==> config.mk <==
export PLATFORM = sky130hd
export DESIGN_NAME = packet_fifo_level_tracking
export DESIGN_NICKNAME = d
export VERILOG_FILES = /design/src/pkt_fifo_pkg.sv /design/src/packet_fifo_level_tracking.sv
export SDC_FILE = /design/constraint.sdc
export NUM_CORES = 1
export LEC_CHECK = 0
export BUFFER_PORTS_ARGS = -buffer_cell sky130_fd_sc_hd__buf_2
export CAP_MARGIN = 5
export CORE_AREA = 2 2 169 205
export CTS_CLUSTER_DIAMETER = 40
export DETAILED_ROUTE_END_ITERATION = 10
export DIE_AREA = 0 0 171 207
export GPL_TIMING_DRIVEN = 0
export PLACE_DENSITY = 0.9
export SKIP_LAST_GASP = 1
export SYNTH_ARGS = -nofsm -noshare
export SYNTH_HDL_FRONTEND = slang
export SYNTH_SLANG_ARGS = --single-unit
==> constraint.sdc <==
create_clock -name i_clk -period 6.95 [get_ports i_clk]
set_input_delay 0.3475 -clock i_clk [delete_from_list [all_inputs] [get_ports i_clk]]
set_output_delay 0.3475 -clock i_clk [all_outputs]
set_load 0.01 [all_outputs]
==> src/pkt_fifo_pkg.sv <==
package pkt_fifo_pkg;

  // ****************************************************************
  // Register map
  // ****************************************************************
  localparam logic [11:0] SHORT_PACKET_DELAY_ADDR    = 12'h06c;
  localparam logic [11:0] RX_FIFO_LEVEL_DEBUG_ADDR   = 12'h070;
  localparam logic [11:0] RX_FIFO_POINTER_DEBUG_ADDR = 12'h074;
  localparam logic [11:0] TX_FIFO_LEVEL_DEBUG_ADDR   = 12'h078;
  localparam int          ADDR_W                     = 12;

  // ****************************************************************
  // Reset values and field widths
  // ****************************************************************
  localparam logic [15:0] DELAY_RESET   = 16'h0800;
  localparam int          DELAY_W       = 16;
  localparam int          RX_LVL_W      = 14;
  localparam int          TX_LVL_W      = 12;
  localparam int          RX_PTR_W      = 13;
  localparam int          TX_PTR_W      = 11;
  localparam int          HI_LSB        = 16;

  // ****************************************************************
  // Timing: one delay unit in picoseconds, clock period in picoseconds
  // ****************************************************************
  localparam int          DELAY_UNIT_PS = 16667;
  localparam int          CLK_PERIOD_PS = 100000;

  // ****************************************************************
  // Short packet wait states
  // ****************************************************************
  typedef enum logic [1:0] {
    SP_IDLE,
    SP_WAIT,
    SP_GO
  } sp_state_t;

  // ****************************************************************
  // Per-side event strobes
  // ****************************************************************
  typedef struct packed {
    logic wr_dword;   // One DWORD written
    logic wr_end;     // Last DWORD of packet written
    logic wr_rewind;  // Drop the partial write packet
    logic rd_dword;   // One DWORD read
    logic rd_end;     // Last DWORD of packet read
    logic rd_rewind;  // Restore read packet (rx only)
  } fifo_evt_t;

endpackage : pkt_fifo_pkg

==> src/packet_fifo_level_tracking.sv <==
// The APB register port was left to the implementer.
`timescale 1ns/1ps
// What this block does
// - Wait programmed delay before any short packet
// - Delay field resets to 800h, upper reserved
// - Rx read level adds packet; minus per read
// - Rx read rewind restores DWORDs already read
// - Usb error rewinds rx read to packet start
// - Rx write level plus per write; packet subtract
// - Frame check error drops partial rx write
// - Tx read level adds packet; minus per read
// - Tx read side never rewinds
// - Tx write level plus per write; packet subtract
// - Bad host packet rewound out of tx
// - Rx read pointer visible read only
// - Rx write pointer visible read only
module packet_fifo_level_tracking
  import pkt_fifo_pkg::*;
#(
  parameter int RX_DEPTH = 8192,
  parameter int TX_DEPTH = 2048
) (
  input  wire logic              i_clk,
  input  wire logic              i_nrst,
  input  wire logic              i_psel,
  input  wire logic              i_penable,
  input  wire logic              i_pwrite,
  input  wire logic [ADDR_W-1:0] i_paddr,
  input  wire logic [31:0]       i_pwdata,
  output logic      [31:0]       o_prdata,
  output logic                   o_pready,
  output logic                   o_pslverr,
  input  wire fifo_evt_t         i_rx_evt,
  input  wire fifo_evt_t         i_tx_evt,
  input  wire logic              i_short_req,
  output logic                   o_short_go
);

  // ****************************************************************
  // Derived constants
  // ****************************************************************
  localparam logic [RX_PTR_W-1:0] RX_LAST = RX_PTR_W'(RX_DEPTH - 1);
  localparam int TICKS_NUM = DELAY_UNIT_PS;
  localparam int TICKS_DEN = CLK_PERIOD_PS;

  // ****************************************************************
  // State
  // ****************************************************************
  typedef struct packed {
    logic [DELAY_W-1:0]  delay;
    logic [RX_LVL_W-1:0] rx_rd_lvl;
    logic [RX_LVL_W-1:0] rx_wr_lvl;
    logic [RX_LVL_W-1:0] rx_rd_cnt;  // DWORDs read of current packet
    logic [RX_LVL_W-1:0] rx_wr_cnt;  // DWORDs written of current packet
    logic [RX_PTR_W-1:0] rx_rd_ptr;
    logic [RX_PTR_W-1:0] rx_wr_ptr;
    logic [RX_PTR_W-1:0] rx_rd_start;
    logic [RX_PTR_W-1:0] rx_wr_start;
    logic [TX_LVL_W-1:0] tx_rd_lvl;
    logic [TX_LVL_W-1:0] tx_wr_lvl;
    logic [TX_LVL_W-1:0] tx_rd_cnt;
    logic [TX_LVL_W-1:0] tx_wr_cnt;
    logic [TX_PTR_W-1:0] tx_rd_ptr;
    logic [TX_PTR_W-1:0] tx_wr_ptr;
    logic [TX_PTR_W-1:0] tx_wr_start;
    sp_state_t           sp;
    logic [31:0]         sp_acc;     // Elapsed time in picoseconds
    logic [31:0]         prdata;
    logic                pready;
    logic                short_go;
  } state_t;

  state_t s_q;
  state_t s_d;

  // Pointer step with wrap at depth
  function automatic logic [RX_PTR_W-1:0] rx_inc(input logic [RX_PTR_W-1:0] p);
    rx_inc = (p == RX_LAST) ? '0 : p + 1'b1;
  endfunction : rx_inc

  function automatic logic [TX_PTR_W-1:0] tx_inc(input logic [TX_PTR_W-1:0] p);
    tx_inc = (p == TX_PTR_W'(TX_DEPTH - 1)) ? '0 : p + 1'b1;
  endfunction : tx_inc

  // ****************************************************************
  // Next state
  // ****************************************************************
  always_comb begin
    logic                rd_cyc;
    logic [RX_LVL_W-1:0] rx_wr_pkt;
    logic [RX_LVL_W-1:0] rx_rd_pkt;
    logic [TX_LVL_W-1:0] tx_wr_pkt;
    logic [TX_LVL_W-1:0] tx_rd_pkt;
    rd_cyc    = 1'b0;
    rx_wr_pkt = '0;
    rx_rd_pkt = '0;
    tx_wr_pkt = '0;
    tx_rd_pkt = '0;
    s_d       = s_q;

    // Rx write side
    if (i_rx_evt.wr_rewind) begin
      s_d.rx_wr_lvl = s_q.rx_wr_lvl - s_q.rx_wr_cnt;
      s_d.rx_wr_ptr = s_q.rx_wr_start;
      s_d.rx_wr_cnt = '0;
    end else if (i_rx_evt.wr_dword) begin
      s_d.rx_wr_lvl = s_q.rx_wr_lvl + 1'b1;
      s_d.rx_wr_ptr = rx_inc(s_q.rx_wr_ptr);
      s_d.rx_wr_cnt = s_q.rx_wr_cnt + 1'b1;
      if (i_rx_evt.wr_end) begin
        rx_wr_pkt     = s_q.rx_wr_cnt + 1'b1;
        s_d.rx_wr_cnt = '0;
        s_d.rx_wr_start = rx_inc(s_q.rx_wr_ptr);
      end
    end

    // Rx read side
    if (i_rx_evt.rd_rewind) begin
      s_d.rx_rd_lvl = s_q.rx_rd_lvl + s_q.rx_rd_cnt;
      s_d.rx_rd_ptr = s_q.rx_rd_start;
      s_d.rx_rd_cnt = '0;
    end else if (i_rx_evt.rd_dword) begin
      s_d.rx_rd_lvl = s_q.rx_rd_lvl - 1'b1;
      s_d.rx_rd_ptr = rx_inc(s_q.rx_rd_ptr);
      s_d.rx_rd_cnt = s_q.rx_rd_cnt + 1'b1;
      if (i_rx_evt.rd_end) begin
        rx_rd_pkt       = s_q.rx_rd_cnt + 1'b1;
        s_d.rx_rd_cnt   = '0;
        s_d.rx_rd_start = rx_inc(s_q.rx_rd_ptr);
      end
    end
    // Whole packet credits cross over between the two levels
    s_d.rx_rd_lvl = s_d.rx_rd_lvl + rx_wr_pkt;
    s_d.rx_wr_lvl = s_d.rx_wr_lvl - rx_rd_pkt;

    // Tx write side
    if (i_tx_evt.wr_rewind) begin
      s_d.tx_wr_lvl = s_q.tx_wr_lvl - s_q.tx_wr_cnt;
      s_d.tx_wr_ptr = s_q.tx_wr_start;
      s_d.tx_wr_cnt = '0;
    end else if (i_tx_evt.wr_dword) begin
      s_d.tx_wr_lvl = s_q.tx_wr_lvl + 1'b1;
      s_d.tx_wr_ptr = tx_inc(s_q.tx_wr_ptr);
      s_d.tx_wr_cnt = s_q.tx_wr_cnt + 1'b1;
      if (i_tx_evt.wr_end) begin
        tx_wr_pkt       = s_q.tx_wr_cnt + 1'b1;
        s_d.tx_wr_cnt   = '0;
        s_d.tx_wr_start = tx_inc(s_q.tx_wr_ptr);
      end
    end

    // Tx read side, rewind input ignored
    if (i_tx_evt.rd_dword) begin
      s_d.tx_rd_lvl = s_q.tx_rd_lvl - 1'b1;
      s_d.tx_rd_ptr = tx_inc(s_q.tx_rd_ptr);
      s_d.tx_rd_cnt = s_q.tx_rd_cnt + 1'b1;
      if (i_tx_evt.rd_end) begin
        tx_rd_pkt     = s_q.tx_rd_cnt + 1'b1;
        s_d.tx_rd_cnt = '0;
      end
    end
    s_d.tx_rd_lvl = s_d.tx_rd_lvl + tx_wr_pkt;
    s_d.tx_wr_lvl = s_d.tx_wr_lvl - tx_rd_pkt;

    // Short packet delay timer
    s_d.short_go = 1'b0;
    case (s_q.sp)
      SP_IDLE: begin
        s_d.sp_acc = '0;
        if (i_short_req) begin
          s_d.sp = SP_WAIT;
        end
      end
      SP_WAIT: begin
        s_d.sp_acc = s_q.sp_acc + 32'(TICKS_DEN);
        if (s_q.sp_acc >= 32'(s_q.delay) * 32'(TICKS_NUM)) begin
          s_d.sp       = SP_GO;
          s_d.short_go = 1'b1;
        end
      end
      SP_GO: begin
        if (!i_short_req) begin
          s_d.sp = SP_IDLE;
        end
      end
      default: begin
        s_d.sp = SP_IDLE;
      end
    endcase

    // APB slave, one wait state
    rd_cyc     = i_psel && i_penable && !s_q.pready;
    s_d.pready = rd_cyc;
    s_d.prdata = '0;
    if (rd_cyc) begin
      if (i_paddr == SHORT_PACKET_DELAY_ADDR) begin
        s_d.prdata = {16'h0000, s_q.delay};
      end else if (i_paddr == RX_FIFO_LEVEL_DEBUG_ADDR) begin
        s_d.prdata = {2'h0, s_q.rx_rd_lvl, 2'h0, s_q.rx_wr_lvl};
      end else if (i_paddr == RX_FIFO_POINTER_DEBUG_ADDR) begin
        s_d.prdata = {3'h0, s_q.rx_rd_ptr, 3'h0, s_q.rx_wr_ptr};
      end else if (i_paddr == TX_FIFO_LEVEL_DEBUG_ADDR) begin
        s_d.prdata = {4'h0, s_q.tx_rd_lvl, 4'h0, s_q.tx_wr_lvl};
      end else begin
        s_d.prdata = '0;
      end
    end

    // Write lands at the edge where the answer is seen
    if (i_psel && i_penable && s_q.pready && i_pwrite) begin
      if (i_paddr == SHORT_PACKET_DELAY_ADDR) begin
        s_d.delay = i_pwdata[DELAY_W-1:0];
      end
    end
  end

  // ****************************************************************
  // Registers
  // ****************************************************************
  always_ff @(posedge i_clk or negedge i_nrst) begin
    if (!i_nrst) begin
      s_q       <= '0;
      s_q.delay <= DELAY_RESET;
      s_q.sp    <= SP_IDLE;
    end else begin
      s_q <= s_d;
    end
  end

  // Outputs straight from state, slave error tied low
  assign o_prdata  = s_q.prdata;
  assign o_pready  = s_q.pready;
  assign o_pslverr = 1'b0;
  assign o_short_go = s_q.short_go;

endmodule : packet_fifo_level_tracking

# After elaboration in Yosys (flattened, before gate mapping)
# Index checks and enable logic that the tools add are counted.
dict set report totals {
  register_bits 240
  in_bits 62
  wordCells 111
}
dict set report op_classes {
  addsub 18
  multipliers 1
  order_cmp 1
  n_eq_ne 11
  n_mux 46
  n_bitwise 2
  n_reduce_logical 14
}
# op n
set op_table {}
lappend op_table {{$mux 14} 16}
lappend op_table {{$mux 12} 12}
lappend op_table {{$mux 30} 3}
lappend op_table {{$mux 13} 6}
lappend op_table {{$pmux 32 s2} 1}
lappend op_table {{$eq 12x7->1 const B} 4}
lappend op_table {{$add 14x1->14 const B} 3}
lappend op_table {{$add 12x1->12 const B} 3}
lappend op_table {{$add 32x17->32 const B} 1}
lappend op_table {{$ge 32x31->1} 1}
lappend op_table {{$mul 16x15->31 const B} 1}
lappend op_table {{$mux 29} 1}
lappend op_table {{$add 14x14->14} 2}
lappend op_table {{$mux 28} 1}
lappend op_table {{$sub 14x14->14} 2}
lappend op_table {{$add 13x1->13 const B} 2}
lappend op_table {{$eq 13x13->1 const B} 2}
lappend op_table {{$sub 12x12->12} 2}
lappend op_table {{$sub 14x1->14 const B} 1}
lappend op_table {{$add 12x12->12} 1}
lappend op_table {{$sub 12x1->12 const B} 1}
lappend op_table {{$reduce_and 3->1} 3}
lappend op_table {{$reduce_bool 2->1} 4}
lappend op_table {{$mux 2} 3}
lappend op_table {{10 further kinds} 17}

# Longest topological paths before layout
dict set report logic_depth {
  word_depth 6
  ltp_mapped 29
}

# Worst setup path before layout
# No wires, ideal clock.
dict set report synth_path {
  path_type {reg2reg}
  start {reg s_q[263] (netlist bit)}
  end {reg s_q[67] (netlist bit)}
  arrival_ns 6.106
  required_time_ns 6.819
  slack_ns 0.712
  path_stages_with_launch 27
  cell_sequence {dfrtp_1 -> ha_1 -> ha_1 -> xor2_1 -> ha_1 -> ha_1 -> fa_1 -> inv_1 -> fa_1 -> inv_1 -> ha_1 -> nand3_1 -> nor2_1 -> a211oi_1 -> o211ai_1 -> a2111oi_2 -> o31ai_1 -> nor4b_1 -> a211oi_1 -> ha_1 -> a21o_1 -> a21o_1 -> a21oi_1 -> o22ai_1 -> a31oi_1 -> nor2b_1 -> o21bai_1}
}
dict set report synth_between {
  elab_chain_len 4
}
# element line
set synth_rtl {}
lappend synth_rtl {{start: declaration} packet_fifo_level_tracking.sv:73} ;# state_t s_q;
lappend synth_rtl {{$mul 16x15->31} packet_fifo_level_tracking.sv:176} ;# if (s_q.sp_acc >= 32'(s_q.delay) * 32'(TICKS_NUM)) begin
lappend synth_rtl {{$ge 32x31->1} packet_fifo_level_tracking.sv:176}
lappend synth_rtl {{$ne 2x2->1 (no line)} n/a}
lappend synth_rtl {{$reduce_and 3->1 (no line)} n/a}
# No other way between the ends.
# A chain may end at the register's enable or synchronous reset.

# Final worst setup path
dict set report layout_path {
  start {reg s_q[270] (netlist bit)}
  end {reg s_q[67] (netlist bit)}
}
# Same word-level chain as after synthesis.

==> impl_metrics.toml <==
[logic_synthesis]
syn_inst = 2275
async_flop_share_pct = 100
yosys.area_share.simple_pct = 16.1
ys_ff_latch = 233
synth-xor-area-share_pct = 11.1
seq_area_frac_synth_pct = 29.4
synth_mux_area_share_pct = 2.97
synth-adder-area-share_pct = 19.1
syn_avg_cell_area_um2 = 8.72
synth_top_family_by_area = "adder cells"
yosysWarnings = 0
synth_area_um2 = 19800
synth-main-ff-cell = "dfrtp_1"
synth_compound_area_share_pct = 15.5
synth_edf_count = 0
synth_cell_type_count = 70

[route]
drt-wirelength-per-cell_um = 18.4
dr.pass1.iters = 5
vias = 17300
postRouteAntennaNets = 0
viasPerCell = 6.00
drt_iter0_markers = 1413
drt-total-wl_um = 53000
drc = 0

[layout]
fillers = 2495
fin_cells = 2887
drive_gt1_share_pct = 9.58
syn2layout_area_growth_pct = 12.5
antennaDiodeCount = 0
nNetsFinal = 2739

[setup_path]
end_kind = "flip-flop"
critPathLaunchType = "flip-flop"
cp_max_fo = 6
critPathKind = "reg2reg"
arrival_ns = 7.15
cp.required_ns = 7.35

[sta]
report.final.slew_viol_count = 0
setup_viol = 0
worstMarginPinSlew_ns = 1.20
fin_tns_setup_ns = 0
fin_crit_ns = 6.76
slew_headroom_pct = 20.2
finalHoldViolCount = 0
fmax_mhz = 148
finalClockSkew_ns = 0.0224
period_share_pct = 97.2

[cts]
clock-sinks = 233
worstSkewPairLatency_ns = 0.55
cts-buffers-inserted = 39
root_buffer = "clkbuf_16"
h-tree-depth = 2
clk_pin_slew_ns = 0.06
cts_tree = "yes"
clk_path_buf_depth = 3

[pwr]
p_seq_share_pct = 31.5
ir_worst_vdd_v = 0.000242
totalPowerFinal_w = 0.00663
leakage_nw = 10.9
clkPwrFrac_pct = 29.7
power.internal_w = 0.00402
power_switching_w = 0.00261
sw_frac_of_total_pct = 39.3
power_frac_comb_pct = 38.8
cellPowerDensity_nw_per_um2 = 297

[run]
maxCapViolCount = 0

[die]
rows = 74
die_x_um = 171
initial_utilization_pct = 59.2
die_h_um = 207
num_io_pins = 97
die_area_um2 = 35400
core_area_um2 = 33500

[global_route]
grt.total_usage_pct = 29.9
grt_max_degree = 110
grt_pass1_vias = 17900
grt_overflow_total = 0
grt_pass1_wl_um = 86200
antenna_found_initial = 0

[min_path]
hp-class = "in2reg"

[run_status]
status = "finished, final reports clean"

[place]
io_buffers = 73
place_congestion = 1.00
dp.cells = 2808
dpl.hpwl_um = 39500
## power groups by stage
stage	Sequential (W)	Combinational, W	Clock, W
6_report	0.00209	0.00257	0.00197
5_1_grt	0.00211	0.00286	0.00206
4_1_cts	0.00206	0.00254	0.00199
3_5_place_dp	0.00208	0.00247	0
3_3_place_gp	0.00206	0.00231	0
2_1_floorplan	0.00191	0.00199	0
## kinds of logic after synthesis
logic type,after synthesis
AND/OR/NAND/NOR,683
AO/OA/AOI/OAI,500
adder cells (fa/ha/maj),278
buffers and inverters,275
XOR/XNOR,249
flip-flops,233
multiplexers,56
other,1
## layout by cell type (no fill, tap or decap), types with 22 or more instances in the layout
master | Yosys | routed
a21o_1 | 56 | 56
and3_1 | 42 | 42
a21oi_1 | 139 | 139
mux2_2 | 22 | 22
ha_1 | 236 | 233
xor2_1 | 115 | 115
buf_2 | 1 | 73
fa_1 | 41 | 41
o21a_1 | 22 | 22
clkbuf_16 | 0 | 39
nor3_1 | 23 | 23
o21ai_0 | 152 | 151
nand2_1 | 211 | 211
dfrtp_1 | 232 | 227
xnor2_1 | 133 | 133
inv_1 | 170 | 170
clkbuf_1 | 67 | 74
mux2i_1 | 34 | 34
o31ai_1 | 24 | 23
nand3_1 | 50 | 50
nor2_1 | 227 | 227
buf_4 | 33 | 38
## flip-flops by register name, summed over array words and instances, names as in the netlist
name,flops
o_prdata,30
o_short_go,1
o_pready,1
s_q,201
## Yosys cell counts, types with 42 or more instances
cell type,instances,share of area [%]
o21ai_0,152,3.8
nor2_1,227,4.3
nand2_1,211,4.0
xnor2_1,133,5.9
dfrtp_1,232,29
ha_1,236,15
a21oi_1,139,3.5
clkbuf_1,67,1.3
nand3_1,50,1.3
a21o_1,56,2.1
inv_1,170,3.2
xor2_1,115,5.1
and3_1,42,1.3
## cell type report
type                       count  area, µm²  share of cell area [%]
multi-input combinational   1769      12900                    57.9
inverter                     170        638                    2.86
sequential                   233       5840                    26.2
clock inverter                24        305                    1.37
timing repair buffer          82        485                    2.18
tap                          456        571                    2.56
clock buffer                  48       1030                    4.61
buffer                       105        519                    2.33
## stage by stage
stage | hold slack, ns | setup WS (ns) | cell area [µm²] | util, %
floorplan | 0.0519 | 0.712 | 19800 | -
global placement | 0.455 | -0.0238 | 20800 | 62.0
detailed placement | 0.321 | -0.240 | 20800 | 62.2
CTS | 0.0328 | 0.0953 | 22200 | 66.2
global route | 0.0415 | -0.0280 | 22300 | 66.6
finish | 0.0422 | 0.194 | 22300 | 66.6
## metal layers
layer	global-route usage (%)	wire, µm	vias up
li1	-	-	8091
met4	16.7	3080	0
met2	51.8	26200	727
met3	4.93	3310	211
met5	0	0	-
met1	34.8	20400	8305
## critical path, stage by stage (launching register included)
cell      delay [ns]
dfrtp_1         0.57
ha_1            0.36
fa_1            0.48
ha_1            0.32
fa_1            0.47
fa_1            0.59
inv_1           0.08
fa_1            0.50
inv_1           0.05
ha_2            0.32
a21o_1          0.18
a21o_1          0.18
a21oi_1         0.22
o21ai_0         0.13
a31oi_1         0.16
o31a_1          0.23
xor2_1          0.22
ha_1            0.28
a21o_1          0.18
a21o_1          0.17
a21o_1          0.18
a21oi_1         0.15
o22ai_1         0.12
a31oi_2         0.24
nor2b_1         0.10
o21bai_1        0.16
## what timing repair did
action	4_1_cts	5_1_grt
hold endpoints to repair	61	0
hold buffers	1	0
setup endpoints to repair	3	3
pin swaps	1	3
setup buffers	1	4
gates resized for setup	2	14
## worst paths after layout
| check | startpoint | endpoint | slack (ns) | depth (start not counted) |
|---|---|---|---|---|
| max | s_q[270] | s_q[67] | 0.19 | 25 |
| min | i_pwdata[10] | s_q[267] | 0.04 | 2 |
| max reg2reg | s_q[270] | s_q[67] | 0.19 | 25 |
| min reg2reg | s_q[171] | s_q[171] | 0.48 | 2 |
| max in group asynchronous | i_nrst | s_q[148] | 5.37 | 4 |
| min in group asynchronous | i_nrst | o_prdata[2] | 0.36 | 2 |
Power figures use the tool's default switching activity.
